## config.mk

```make
export PLATFORM = sky130hd
export DESIGN_NAME = acr_sys_ctrl
export DESIGN_NICKNAME = d
export VERILOG_FILES = /design/src/acr_pkg.sv /design/src/acr_rate_timer.sv /design/src/acr_sys_ctrl.sv
export SDC_FILE = /design/constraint.sdc
export NUM_CORES = 1
export LEC_CHECK = 0
export ABC_AREA = 1
export BUFFER_PORTS_ARGS = -buffer_cell sky130_fd_sc_hd__buf_2
export CAP_MARGIN = 20
export CORE_ASPECT_RATIO = 0.8
export CORE_MARGIN = 2
export CORE_UTILIZATION = 50
export CTS_CLUSTER_DIAMETER = 200
export DETAILED_ROUTE_END_ITERATION = 7
export PLACE_DENSITY = 0.69
export SLEW_MARGIN = 40
export SYNTH_ARGS = -nofsm -noshare
export SYNTH_HDL_FRONTEND = slang
export SYNTH_SLANG_ARGS = --single-unit
```

## constraint.sdc

```tcl
create_clock -name i_core_clk -period 5.71 [get_ports i_core_clk]
set_input_delay 1.142 -clock i_core_clk [delete_from_list [all_inputs] [get_ports i_core_clk]]
set_output_delay 1.142 -clock i_core_clk [all_outputs]
set_load 0.03 [all_outputs]
```

## src/acr_pkg.sv

```systemverilog
package acr_pkg;
   // register map
   localparam logic [7:0] ADDR_SYS_CTRL_ONE = 8'h2a;
   localparam logic [7:0] ADDR_SYS_CTRL_TWO = 8'h2b;
   localparam logic [7:0] ADDR_IRQ_CTRL = 8'h2c;
   localparam logic [7:0] SYS_CTRL_ONE_RST = 8'h00;
   localparam logic [7:0] SYS_CTRL_TWO_RST = 8'h00;
   localparam logic [7:0] IRQ_CTRL_RST = 8'h00;
   // system_control_one fields
   localparam int SLEEP_RATE_POS = 6;
   localparam int OUT_RATE_POS = 3;
   localparam int LOW_NOISE_POS = 2;
   localparam int FAST_READ_POS = 1;
   localparam int RUN_POS = 0;
   // system_control_two fields
   localparam int SELF_CHECK_POS = 7;
   localparam int SOFT_RST_POS = 6;
   localparam int SLEEP_SCHEME_POS = 3;
   localparam int AUTOSLEEP_POS = 2;
   localparam int WAKE_SCHEME_POS = 0;
   // bit 5 reserved, bit 6 self-clearing: neither is stored
   localparam logic [7:0] SYS_CTRL_TWO_WMASK = 8'h9f;
   // interrupt_control fields, bit 2 reserved
   localparam int BUF_GATE_POS = 7;
   localparam int WAKE_EN_POS = 3;
   localparam int IRQ_POL_POS = 1;
   localparam int IRQ_DRIVE_POS = 0;
   localparam logic [7:0] IRQ_CTRL_WMASK = 8'hfb;
   // timing
   localparam int CLK_PERIOD_NS = 40;
   localparam int BASE_PERIOD_NS = 1250000;
   localparam int BASE_CYCLES = BASE_PERIOD_NS / CLK_PERIOD_NS;
   localparam int BOOT_TIME_NS = 160;
   localparam int BOOT_CYCLES = (BOOT_TIME_NS + CLK_PERIOD_NS - 1) / CLK_PERIOD_NS;
   localparam int LOW_NOISE_LIMIT_G = 4;
   // inactivity step in base periods: 320 ms normally, 640 ms at slowest rate
   localparam int INACT_STEP_LOG2 = 8;
   localparam int INACT_STEP_SLOW_LOG2 = 9;
   localparam logic [2:0] RATE_SLOWEST = 3'h7;
   // sample period as log2 of base periods, by rate code 800 Hz .. 1.56 Hz
   localparam logic [0:7][3:0] PERIOD_LOG2 = {4'h0, 4'h1, 4'h2, 4'h3, 4'h4, 4'h6, 4'h7, 4'h9};
   // averaging depth log2, by power scheme then rate code
   localparam logic [0:3][0:7][3:0] OSR_LOG2 = {
      {4'h1, 4'h2, 4'h2, 4'h2, 4'h2, 4'h4, 4'h5, 4'h7},
      {4'h1, 4'h2, 4'h2, 4'h2, 4'h2, 4'h2, 4'h3, 4'h5},
      {4'h1, 4'h2, 4'h3, 4'h4, 4'h5, 4'h7, 4'h8, 4'ha},
      {4'h1, 4'h1, 4'h1, 4'h1, 4'h1, 4'h1, 4'h2, 4'h4}};
   typedef enum logic [1:0] {
      SCHEME_NORMAL,
      SCHEME_LOW_NOISE_LOW_POWER,
      SCHEME_HIGH_RES,
      SCHEME_LOW_POWER
   } acr_scheme_t;
   typedef enum logic [1:0] {
      MODE_STANDBY,
      MODE_WAKE,
      MODE_SLEEP,
      MODE_BOOT
   } acr_mode_t;
endpackage : acr_pkg

```

## src/acr_rate_timer.sv

```systemverilog
`timescale 1ns/1ps
module acr_rate_timer #(
   parameter int P_BASE_CYCLES = acr_pkg::BASE_CYCLES
) (
   input wire logic i_core_clk,
   input wire logic i_rst_n,
   input wire logic i_run,
   input wire logic [2:0] i_rate,
   input wire logic [1:0] i_scheme,
   output logic o_base_tick,
   output logic o_sample_tick,
   output logic [2:0] o_rate,
   output logic [1:0] o_scheme,
   output logic [10:0] o_osr
);
   typedef struct packed {
      logic [23:0] base_cnt;
      logic [9:0] per_cnt;
      logic loaded;
      logic base_tick;
      logic sample_tick;
      logic [2:0] rate;
      logic [1:0] scheme;
      logic [10:0] osr;
   } acr_timer_st_t;

   acr_timer_st_t st_r;
   acr_timer_st_t st_nxt;
   logic [9:0] per_last;

   assign per_last = 10'((11'h001 << acr_pkg::PERIOD_LOG2[st_r.rate]) - 11'h001);

   always_comb
   begin
      st_nxt = st_r;
      st_nxt.base_tick = 1'b0;
      st_nxt.sample_tick = 1'b0;
      if (!i_run)
      begin
         st_nxt.base_cnt = '0;
         st_nxt.per_cnt = '0;
         st_nxt.loaded = 1'b0;
      end
      else if (!st_r.loaded || (st_r.base_cnt == 24'(P_BASE_CYCLES - 1) && st_r.per_cnt == per_last))
      begin
         // settings are taken only at a period boundary
         st_nxt.loaded = 1'b1;
         st_nxt.base_cnt = '0;
         st_nxt.per_cnt = '0;
         st_nxt.base_tick = st_r.loaded;
         st_nxt.sample_tick = st_r.loaded;
         st_nxt.rate = i_rate;
         st_nxt.scheme = i_scheme;
         st_nxt.osr = 11'h001 << acr_pkg::OSR_LOG2[i_scheme][i_rate];
      end
      else if (st_r.base_cnt == 24'(P_BASE_CYCLES - 1))
      begin
         st_nxt.base_cnt = '0;
         st_nxt.per_cnt = st_r.per_cnt + 10'h001;
         st_nxt.base_tick = 1'b1;
      end
      else
      begin
         st_nxt.base_cnt = st_r.base_cnt + 24'h00_0001;
      end
   end

   always_ff @(posedge i_core_clk or negedge i_rst_n)
   begin
      if (!i_rst_n)
      begin
         st_r <= '0;
      end
      else
      begin
         st_r <= st_nxt;
      end
   end

   assign o_base_tick = st_r.base_tick;
   assign o_sample_tick = st_r.sample_tick;
   assign o_rate = st_r.rate;
   assign o_scheme = st_r.scheme;
   assign o_osr = st_r.osr;
endmodule : acr_rate_timer

```

## src/acr_sys_ctrl.sv

```systemverilog
`timescale 1ns/1ps
module acr_sys_ctrl #(
   parameter int P_BASE_CYCLES = acr_pkg::BASE_CYCLES
) (
   input wire logic i_core_clk,
   input wire logic i_resetn,
   input wire logic [7:0] i_reg_addr,
   input wire logic [7:0] i_reg_wdata,
   input wire logic i_reg_wr,
   input wire logic i_reg_rd,
   input wire logic [7:0] i_inactivity_timeout,
   input wire logic i_activity,
   input wire logic [3:0] i_wake_event,
   input wire logic i_buffer_empty,
   output logic [7:0] o_reg_rdata,
   output logic o_soft_reset,
   output logic o_run_active,
   output logic o_asleep,
   output logic o_sample_tick,
   output logic [2:0] o_output_sample_rate,
   output logic [1:0] o_power_scheme,
   output logic [10:0] o_osr,
   output logic o_low_noise_range,
   output logic o_fast_read,
   output logic o_self_check_en,
   output logic o_buffer_hold,
   output logic o_irq_polarity,
   output logic o_irq_drive_type
);
   typedef struct packed {
      logic [7:0] ctrl_one;
      logic [7:0] ctrl_two;
      logic [7:0] irq_ctrl;
      acr_pkg::acr_mode_t mode;
      logic [2:0] boot_cnt;
      logic [16:0] inact_cnt;
      logic [7:0] rdata;
      logic hold;
      logic booting;
      logic asleep;
   } acr_ctrl_st_t;

   acr_ctrl_st_t st_r;
   acr_ctrl_st_t st_nxt;
   logic [1:0] rst_sync_r;
   logic rst_n;
   logic base_tick;
   logic [2:0] want_rate;
   logic [1:0] want_scheme;
   logic [16:0] inact_limit;
   logic wr_one;
   logic wr_two;
   logic wr_irq;
   logic [2:0] period_rate;
   logic [1:0] period_scheme;

   always_ff @(posedge i_core_clk or negedge i_resetn)
   begin
      if (!i_resetn)
      begin
         rst_sync_r <= 2'h0;
      end
      else
      begin
         rst_sync_r <= {rst_sync_r[0], 1'b1};
      end
   end
   assign rst_n = rst_sync_r[1];

   always_comb
   begin
      if (st_r.mode == acr_pkg::MODE_SLEEP)
      begin
         // sleep rates are the four slowest rate codes
         want_rate = {1'b1, st_r.ctrl_one[acr_pkg::SLEEP_RATE_POS +: 2]};
         want_scheme = st_r.ctrl_two[acr_pkg::SLEEP_SCHEME_POS +: 2];
      end
      else
      begin
         want_rate = st_r.ctrl_one[acr_pkg::OUT_RATE_POS +: 3];
         want_scheme = st_r.ctrl_two[acr_pkg::WAKE_SCHEME_POS +: 2];
      end
   end

   // timeout counts 320 ms steps, 640 ms at the slowest rate
   assign inact_limit = (period_rate == acr_pkg::RATE_SLOWEST) ?
      17'({9'h000, i_inactivity_timeout} << acr_pkg::INACT_STEP_SLOW_LOG2) :
      17'({9'h000, i_inactivity_timeout} << acr_pkg::INACT_STEP_LOG2);

   assign wr_one = i_reg_wr && i_reg_addr == acr_pkg::ADDR_SYS_CTRL_ONE;
   assign wr_two = i_reg_wr && i_reg_addr == acr_pkg::ADDR_SYS_CTRL_TWO;
   assign wr_irq = i_reg_wr && i_reg_addr == acr_pkg::ADDR_IRQ_CTRL;

   always_comb
   begin
      st_nxt = st_r;
      // read data is registered; unmapped addresses read zero
      if (i_reg_rd)
      begin
         unique case (i_reg_addr)
            acr_pkg::ADDR_SYS_CTRL_ONE: st_nxt.rdata = st_r.ctrl_one;
            acr_pkg::ADDR_SYS_CTRL_TWO: st_nxt.rdata = st_r.ctrl_two;
            acr_pkg::ADDR_IRQ_CTRL: st_nxt.rdata = st_r.irq_ctrl;
            default: st_nxt.rdata = 8'h00;
         endcase
      end
      if (st_r.mode != acr_pkg::MODE_BOOT)
      begin
         // no guard on run state; host must stand by first
         if (wr_one)
         begin
            st_nxt.ctrl_one = i_reg_wdata;
         end
         if (wr_two)
         begin
            st_nxt.ctrl_two = i_reg_wdata & acr_pkg::SYS_CTRL_TWO_WMASK;
         end
         if (wr_irq)
         begin
            st_nxt.irq_ctrl = i_reg_wdata & acr_pkg::IRQ_CTRL_WMASK;
         end
      end

      unique case (st_r.mode)
         acr_pkg::MODE_BOOT:
         begin
            // serial side held in reset until boot ends
            if (st_r.boot_cnt == 3'h0)
            begin
               st_nxt.mode = acr_pkg::MODE_STANDBY;
            end
            else
            begin
               st_nxt.boot_cnt = st_r.boot_cnt - 3'h1;
            end
         end
         acr_pkg::MODE_STANDBY:
         begin
            st_nxt.inact_cnt = '0;
            if (st_nxt.ctrl_one[acr_pkg::RUN_POS])
            begin
               st_nxt.mode = acr_pkg::MODE_WAKE;
            end
         end
         acr_pkg::MODE_WAKE:
         begin
            if (!st_nxt.ctrl_one[acr_pkg::RUN_POS])
            begin
               st_nxt.mode = acr_pkg::MODE_STANDBY;
            end
            else if (!st_r.ctrl_two[acr_pkg::AUTOSLEEP_POS] || i_activity)
            begin
               st_nxt.inact_cnt = '0;
            end
            else if (st_r.inact_cnt >= inact_limit)
            begin
               st_nxt.mode = acr_pkg::MODE_SLEEP;
               st_nxt.inact_cnt = '0;
               st_nxt.hold = st_r.hold || st_r.irq_ctrl[acr_pkg::BUF_GATE_POS];
            end
            else if (base_tick)
            begin
               st_nxt.inact_cnt = st_r.inact_cnt + 17'h0_0001;
            end
         end
         acr_pkg::MODE_SLEEP:
         begin
            if (!st_nxt.ctrl_one[acr_pkg::RUN_POS])
            begin
               st_nxt.mode = acr_pkg::MODE_STANDBY;
            end
            else if (!st_r.ctrl_two[acr_pkg::AUTOSLEEP_POS] ||
               (i_wake_event & st_r.irq_ctrl[acr_pkg::WAKE_EN_POS +: 4]) != 4'h0)
            begin
               st_nxt.mode = acr_pkg::MODE_WAKE;
               st_nxt.hold = st_r.hold || st_r.irq_ctrl[acr_pkg::BUF_GATE_POS];
            end
         end
      endcase

      // a gated wake/sleep transition in the same cycle as the emptying wins
      if (i_buffer_empty && !(st_r.irq_ctrl[acr_pkg::BUF_GATE_POS] &&
         (st_r.mode == acr_pkg::MODE_WAKE || st_r.mode == acr_pkg::MODE_SLEEP) &&
         (st_nxt.mode == acr_pkg::MODE_WAKE || st_nxt.mode == acr_pkg::MODE_SLEEP) &&
         st_nxt.mode != st_r.mode))
      begin
         st_nxt.hold = 1'b0;
      end

      // soft reset overrides every register and mode update except read data, from any mode other than boot
      if (wr_two && i_reg_wdata[acr_pkg::SOFT_RST_POS] && st_r.mode != acr_pkg::MODE_BOOT)
      begin
         st_nxt.ctrl_one = acr_pkg::SYS_CTRL_ONE_RST;
         st_nxt.ctrl_two = acr_pkg::SYS_CTRL_TWO_RST;
         st_nxt.irq_ctrl = acr_pkg::IRQ_CTRL_RST;
         st_nxt.mode = acr_pkg::MODE_BOOT;
         st_nxt.boot_cnt = 3'(acr_pkg::BOOT_CYCLES - 1);
         st_nxt.inact_cnt = '0;
         st_nxt.hold = 1'b0;
      end
      // decoded ahead of the flop so both outputs leave straight from a register
      st_nxt.booting = st_nxt.mode == acr_pkg::MODE_BOOT;
      st_nxt.asleep = st_nxt.mode == acr_pkg::MODE_SLEEP;
   end

   always_ff @(posedge i_core_clk or negedge rst_n)
   begin
      if (!rst_n)
      begin
         st_r <= '0;
      end
      else
      begin
         st_r <= st_nxt;
      end
   end

   acr_rate_timer #(
      .P_BASE_CYCLES(P_BASE_CYCLES)
   ) u_rate_timer (
      .i_core_clk(i_core_clk),
      .i_rst_n(rst_n),
      .i_run(st_r.mode == acr_pkg::MODE_WAKE || st_r.mode == acr_pkg::MODE_SLEEP),
      .i_rate(want_rate),
      .i_scheme(want_scheme),
      .o_base_tick(base_tick),
      .o_sample_tick(o_sample_tick),
      .o_rate(period_rate),
      .o_scheme(period_scheme),
      .o_osr(o_osr)
   );

   assign o_output_sample_rate = period_rate;
   assign o_power_scheme = period_scheme;
   assign o_reg_rdata = st_r.rdata;
   assign o_soft_reset = st_r.booting;
   assign o_run_active = st_r.ctrl_one[acr_pkg::RUN_POS];
   assign o_asleep = st_r.asleep;
   // downstream clamps to LOW_NOISE_LIMIT_G when set
   assign o_low_noise_range = st_r.ctrl_one[acr_pkg::LOW_NOISE_POS];
   // steers pointer and buffer reads to one byte per axis
   assign o_fast_read = st_r.ctrl_one[acr_pkg::FAST_READ_POS];
   assign o_self_check_en = st_r.ctrl_two[acr_pkg::SELF_CHECK_POS];
   assign o_buffer_hold = st_r.hold;
   assign o_irq_polarity = st_r.irq_ctrl[acr_pkg::IRQ_POL_POS];
   assign o_irq_drive_type = st_r.irq_ctrl[acr_pkg::IRQ_DRIVE_POS];
endmodule : acr_sys_ctrl

```

Yosys cells after proc, flatten, opt, wreduce, memory -nomap -nowiden
Memory sizes are Yosys's and may differ from the RTL's.
Cells that the tools add are included.
- register bits after elaboration: 112
- latch bits: 0
- bits in writable memories: 0
- bits in read-only memories: 32
- input bits: 34
- output and inout bits: 34
- memories kept: 1
- add/subtract/negate cells: 5
- $mul: 0
- divide/modulo/power cells: 0
- $lt $le $gt $ge: 4
- equal/unequal tests: 25
- shift-type cells: 2
- mux-type cells: 49
- bitwise gates (word level): 4
- reduce and logical (&&, ||, !) cells: 36
- memories (name ; words ; width ; read ports ; clocked after memory_dff ; wr ports ; line ; RTL):
    (no name shown) ; 8 ; 4 ; 1 ; 0 ; 0 ; acr_rate_timer.sv:31 ; assign per_last = 10'((11'h001 << acr_pkg::PERIOD_LOG2[st_r.rate]) - 11'h001);
- operators by type and width (cell ; count):
    17-bit two-way mux ; 6
    32-bit binary-select mux with 2-bit select ; 1
    32-bit two-way mux ; 2
    24-bit two-way mux ; 2
    46-bit two-way mux ; 1
    35-bit two-way mux ; 1
    34-bit two-way mux ; 1
    17-bit case mux with 2 select lines ; 1
    24-bit by 1-bit adder with 24-bit output (second input constant) ; 1
    24-bit by 15-bit == test with 1-bit output (second input constant) ; 1
    8-bit by 6-bit == test with 1-bit output (second input constant) ; 3
    8-bit two-way mux ; 3
    8-bit case mux with 3 select lines ; 1
    18-bit two-way mux ; 1
    17-bit by 1-bit adder with 17-bit output (second input constant) ; 1
    17-bit >= comparator ; 1
    2-bit two-way mux ; 8
    4-bit two-way mux ; 4
    4-bit binary-select mux with 3-bit select ; 1
    4-bit by 1-bit != test with 1-bit output (second input constant) ; 3
    1-bit by 4-bit << shifter with 11-bit output (first input constant) ; 1
    10-bit by 1-bit adder with 10-bit output (second input constant) ; 1
    10-bit == test ; 1
    2-bit == test (second input constant) ; 5
    33 further kinds ; 74

Longest topological paths before layout
- depth in word-level cells: 15
- mapped depth: 21
- gate-level depth less buffers: 20

Cells and area by module
Synthesis repeated with hierarchy kept, for this count alone.
- cell total of the unflattened synthesis: 976
- area total of the unflattened synthesis: 7190.6 sq um
- modules (own cells, without submodules) (module ; instances ; cells an instance ; area an instance (sq um) ; sequential area each (sq um)):
    acr_sys_ctrl ; 1 ; 494 ; 3641.0 ; 1401.3
    acr_rate_timer ; 1 ; 482 ; 3549.7 ; 1326.3

Worst setup path after synthesis
OpenSTA, ideal clock, no wires.
- path kind: input port to flip-flop
- start: in i_inactivity_timeout[4]
- end: reg st_r[17] (netlist bit)
- library setup time: 0.117 ns
- arrival: 2.960 ns
- path slack: 2.632 ns
- stages on the path: 17
- buffers on the path: 1
- path through: inv_1 -> nand2_1 -> o21ai_0 -> ha_1 -> nand2_1 -> inv_1 -> nand2_1 -> nand3_1 -> nand2_1 -> nand3_1 -> nor3_4 -> inv_2 -> o21ai_4 -> inv_4 -> buf_6 -> nand2_1 -> o21ai_2
- word-level cells in the longest chain between the ends: 7
- elaborated cells on any way between the ends: 9
- those cells by class: 1 x order compare; 1 x eq/ne; 6 x mux; 1 x reduce/logical
- RTL lines (item ; line ; RTL):
    start: declaration ; acr_sys_ctrl.sv:11 ; input wire logic [7:0] i_inactivity_timeout,
    17-bit two-way mux * ; acr_sys_ctrl.sv:86 ; assign inact_limit = (period_rate == acr_pkg::RATE_SLOWEST) ?
    17-bit >= comparator * ; acr_sys_ctrl.sv:155 ; else if (st_r.inact_cnt >= inact_limit)
    17-bit two-way mux ; acr_sys_ctrl.sv:155 ;
    17-bit two-way mux ; acr_sys_ctrl.sv:151 ; else if (!st_r.ctrl_two[acr_pkg::AUTOSLEEP_POS] || i_activity)
    17-bit two-way mux ; acr_sys_ctrl.sv:147 ; if (!st_nxt.ctrl_one[acr_pkg::RUN_POS])
    17-bit case mux with 2 select lines ; acr_sys_ctrl.sv:124 ; unique case (st_r.mode)
    46-bit two-way mux ; acr_sys_ctrl.sv:191 ; if (wr_two && i_reg_wdata[acr_pkg::SOFT_RST_POS] && st_r.mode != acr_pkg::MODE_BOOT)
    end signal: assignment ; acr_sys_ctrl.sv:214 ; st_r <= st_nxt;
    end: declaration ; acr_sys_ctrl.sv:43 ; acr_ctrl_st_t st_r;
Mark *: on every way between the ends. The rest lies on a longest branch, timed or not. The select of a mux whose other input is x is not followed.
A chain may end at the register's enable or synchronous reset.

Worst setup path in the final report
- start: reg u_rate_timer.st_r, in the netlist u_rate_timer.o_rate[0]
- end: reg st_r[20] (netlist bit)
- word-level cells in the longest chain between the ends: 8
- elaborated cells on any way between the ends: 10
- those cells by class: 1 x order compare; 2 x eq/ne; 6 x mux; 1 x reduce/logical
- RTL lines (item ; line ; RTL):
    start: declaration ; acr_rate_timer.sv:27 ; acr_timer_st_t st_r;
    start signal: assignment ; acr_rate_timer.sv:76 ; st_r <= st_nxt;
    3-bit == test * ; acr_sys_ctrl.sv:86 ;
    17-bit two-way mux * ; acr_sys_ctrl.sv:86 ;
    17-bit >= comparator * ; acr_sys_ctrl.sv:155 ;
    17-bit two-way mux ; acr_sys_ctrl.sv:155 ;
    17-bit two-way mux ; acr_sys_ctrl.sv:151 ;
    17-bit two-way mux ; acr_sys_ctrl.sv:147 ;
    17-bit case mux with 2 select lines ; acr_sys_ctrl.sv:124 ;
    46-bit two-way mux ; acr_sys_ctrl.sv:191 ;
Marks and branches as above.

==> out/metrics.yaml <==
antenna_found_initial: 0
fp-row-count: 38
first_pass_iters: 5
p_leak_uw: 0.00364
reg2reg_from: "u_rate_timer.o_rate[0]"
clock_path_buffers: 2
p_switching_uw: 632
wl_mm: 15.5
nets: 1017
htreeDepth: 3
syn_to_final_growth_pct: 8.16
io_pins: 68
die_h_um: 109
first_iter_violations: 525
synth-seq-cells: 109
fin_crit_sh_pct: 67.2
totalPowerFinal_uw: 1860
gp_congestion: 0.890
syn_area_sq_um: 6890
cts_tree: "built"
grt_pass1_wl_mm: 26.9
synth-async-reset-ratio_pct: 100
path_delay_family: "simple AND/OR/NAND/NOR gates"
finClkSkew_ns: 0.0107
n_antenna_cell: 0
cp.arrival_ns: 4.09
path_max_fanout: 19
holdBufCountCts: 0
core_area_sq_um: 13500
clock_latency_ns: 0.37
holdCritPathClass: "reg2async"
swShare_pct: 34.0
synth.distinct_cells: 49
slowest_stage: "nand3_1"
grt_setup_unrepaired: "false"
synth_top_area_cell: "dfrtp_1"
synth.most_common_cell: "nand2_1"
grt_max_degree: 71
vdd_drop_max_v: 0.000212
gr-total-overflow: 0
seq_area_sq_um: 2730
multiInputGateArea_sq_um: 3430
fill_cells: 1307
clockRootBuffer: "clkbuf_16"
critPathCaptureType: "flip-flop"
synthCells: 925
outcome: "complete, no violations"
ctsResizeCount: 0
powerDensity_nw_per_um2: 250
worst_slew_margin_rel_pct: 48.6
setup_viol_count_final: 0
drv_cap: 0
cts_setup_buffers: 0
worst-path-buf-inv: 4
layout-drive-gt1-share_pct: 13.7
drc: 0
die_x_um: 135
cp-start-kind: "flip-flop"
sequentialPowerShare_pct: 45.1
power.internal_uw: 1230
tightest_slew_ns: 0.763
dp.cells: 1127
cts_made_buffers: 9
die_area_sq_um: 14700
synth_nets: 984
path_cells: "ha_1 -> nand2_2 -> inv_1 -> o21ai_0 -> ha_1 -> nand2_1 -> inv_1 -> nand2_1 -> nand3_1 -> nand2_1 -> nand3_1 -> nor3_4 -> inv_2 -> o21ai_4 -> inv_4 -> nand3_1 -> o21ai_2"
synthTopCellsByArea: "dfrtp_1 (40%), nand2_1 (13%), nand3_1 (5.4%), inv_1 (5.2%), ha_1 (4.5%)"
io_buffers: 67
ys.flop_type: "dfrtp_1"
slew_viol_final: 0
period_needed_ns: 3.84
via_count: 6008
clock_sinks: 109
crit_required_ns: 5.96
grt_pass1_vias: 5431
final_cells: 1143
crit_path_start: "u_rate_timer.o_rate[0]"
wl_per_cell_um: 13.5
synth_edf_count: 0
fin_tns_setup_ns: 0
max_freq_mhz: 261
yosysSeqAreaShare_pct: 39.6
grt_usage_pct: 23.0
hold_violations: 0
cts.clk_slew.worst_paths_ns: 0.08
viasPerCell: 5.26
p_clk_share_pct: 34.2
ys_warn_count: 0
ys_top_cells_by_count: "nand2_1 (241), dfrtp_1 (109), inv_1 (95)"
start_util_pct: 51.0
yosys.area.top_type_share_pct: 39.6
dp_hpwl_mm: 11.4
syn_area_per_cell_sq_um: 7.44
max_stage_delay_ns: 0.47
worstSetupPathType: "reg2reg"
drtAntennaViolNets: 0
combPwrFrac_pct: 20.7
## area by class of cell
cell class                      instances  area share [%]
Clock inverter                          5           0.672
Multi-Input combinational cell        660            46.1
Sequential cell                       109            36.7
Tap cell                              180            3.02
Clock buffer                           11            3.26
Inverter                              110            5.61
Timing Repair Buffer                   68            4.65
## stage by stage
stage	instance area [sq um]	hold WS, ns	utilization (%)	setup WS [ns]
floorplan	6890	0.331	-	2.45
global placement	7150	0.318	53.0	1.95
detailed placement	7160	0.321	53.0	1.79
CTS	7450	0.326	55.2	1.88
global route	7450	0.359	55.2	1.43
finish	7450	0.299	55.2	1.87
## cells by family after synthesis
group,count (synthesis),synth area share [%]
simple gates,473,30.6
buf+inv,156,10.5
compound gates,136,11.5
flops,109,39.6
xor+xnor,25,3.18
fa+ha+maj,25,4.54
other cells,1,0.0545
## worst paths after layout
path                       slack [ns]                     to  depth (start not counted)
min in group i_core_clk          0.35          rst_sync_r[1]                          0
max reg2reg                      1.87               st_r[20]                         17
max                              1.87               st_r[20]                         17
min reg2reg                      0.30         o_irq_polarity                          0
max in group asynchronous        4.42  u_rate_timer.st_r[45]                          1
min                              0.30         o_irq_polarity                          0
## cells in the final DEF, fill, tap and decap left out, types with 3 or more instances in the layout
master     netlist  routed
o21ai_2         10      10
o21ai_0         59      59
buf_2            2      67
nand3_1         74      74
nor3_1          28      28
o22ai_1         11      11
clkbuf_16        0       9
ha_1            25      25
dfrtp_1        109     108
o21ai_1          5       5
inv_1           95      95
nand3_2          3       3
nand2_2          4       4
nor4_1          12      12
a21oi_1         35      35
xor2_1          21      21
inv_8            0       3
nor2_2           6       6
nand2_1        241     241
xnor2_1          4       4
nor2_1          80      80
inv_2           11      11
nand4_1         13      13
## registers in the layout (all words and copies together), names as in the netlist, 2 cells and up
| name | flops |
|---|---|
| u_rate_timer.o_rate | 3 |
| u_rate_timer.o_scheme | 2 |
| st_r | 37 |
| o_reg_rdata | 8 |
| u_rate_timer.o_osr | 11 |
| u_rate_timer.st_r | 35 |
| rst_sync_r | 2 |
## power groups by stage
stage          Sequential (uW)  Combinational [uW]  Clock, uW
6_report                   839                 385        636
5_1_grt                    846                 437        681
4_1_cts                    840                 385        649
3_5_place_dp               856                 384          0
3_3_place_gp               855                 382          0
2_1_floorplan              857                 330          0
## per-layer routing
metal  vias to the layer above  track usage, %  part of all wire, %  wire, um
li1                       3082               -                    -         -
met1                      2727            35.6                   51      7950
met2                       184            32.5                   41      6290
met3                        15            5.30                  7.0      1080
met4                         0            4.99                 0.99       153
met5                         -               0                    0         0
## worst register-to-register path, cell delays in order (launching register included)
cell and delay [ns]:
dfrtp_1 0.44, ha_1 0.24, nand2_2 0.22, inv_1 0.24
o21ai_0 0.22, ha_1 0.25, nand2_1 0.08, inv_1 0.05
nand2_1 0.06, nand3_1 0.07, nand2_1 0.10, nand3_1 0.47
nor3_4 0.46, inv_2 0.08, o21ai_4 0.37, inv_4 0.18
nand3_1 0.13, o21ai_2 0.07
Note: power is estimated with default switching activity, not from simulation.
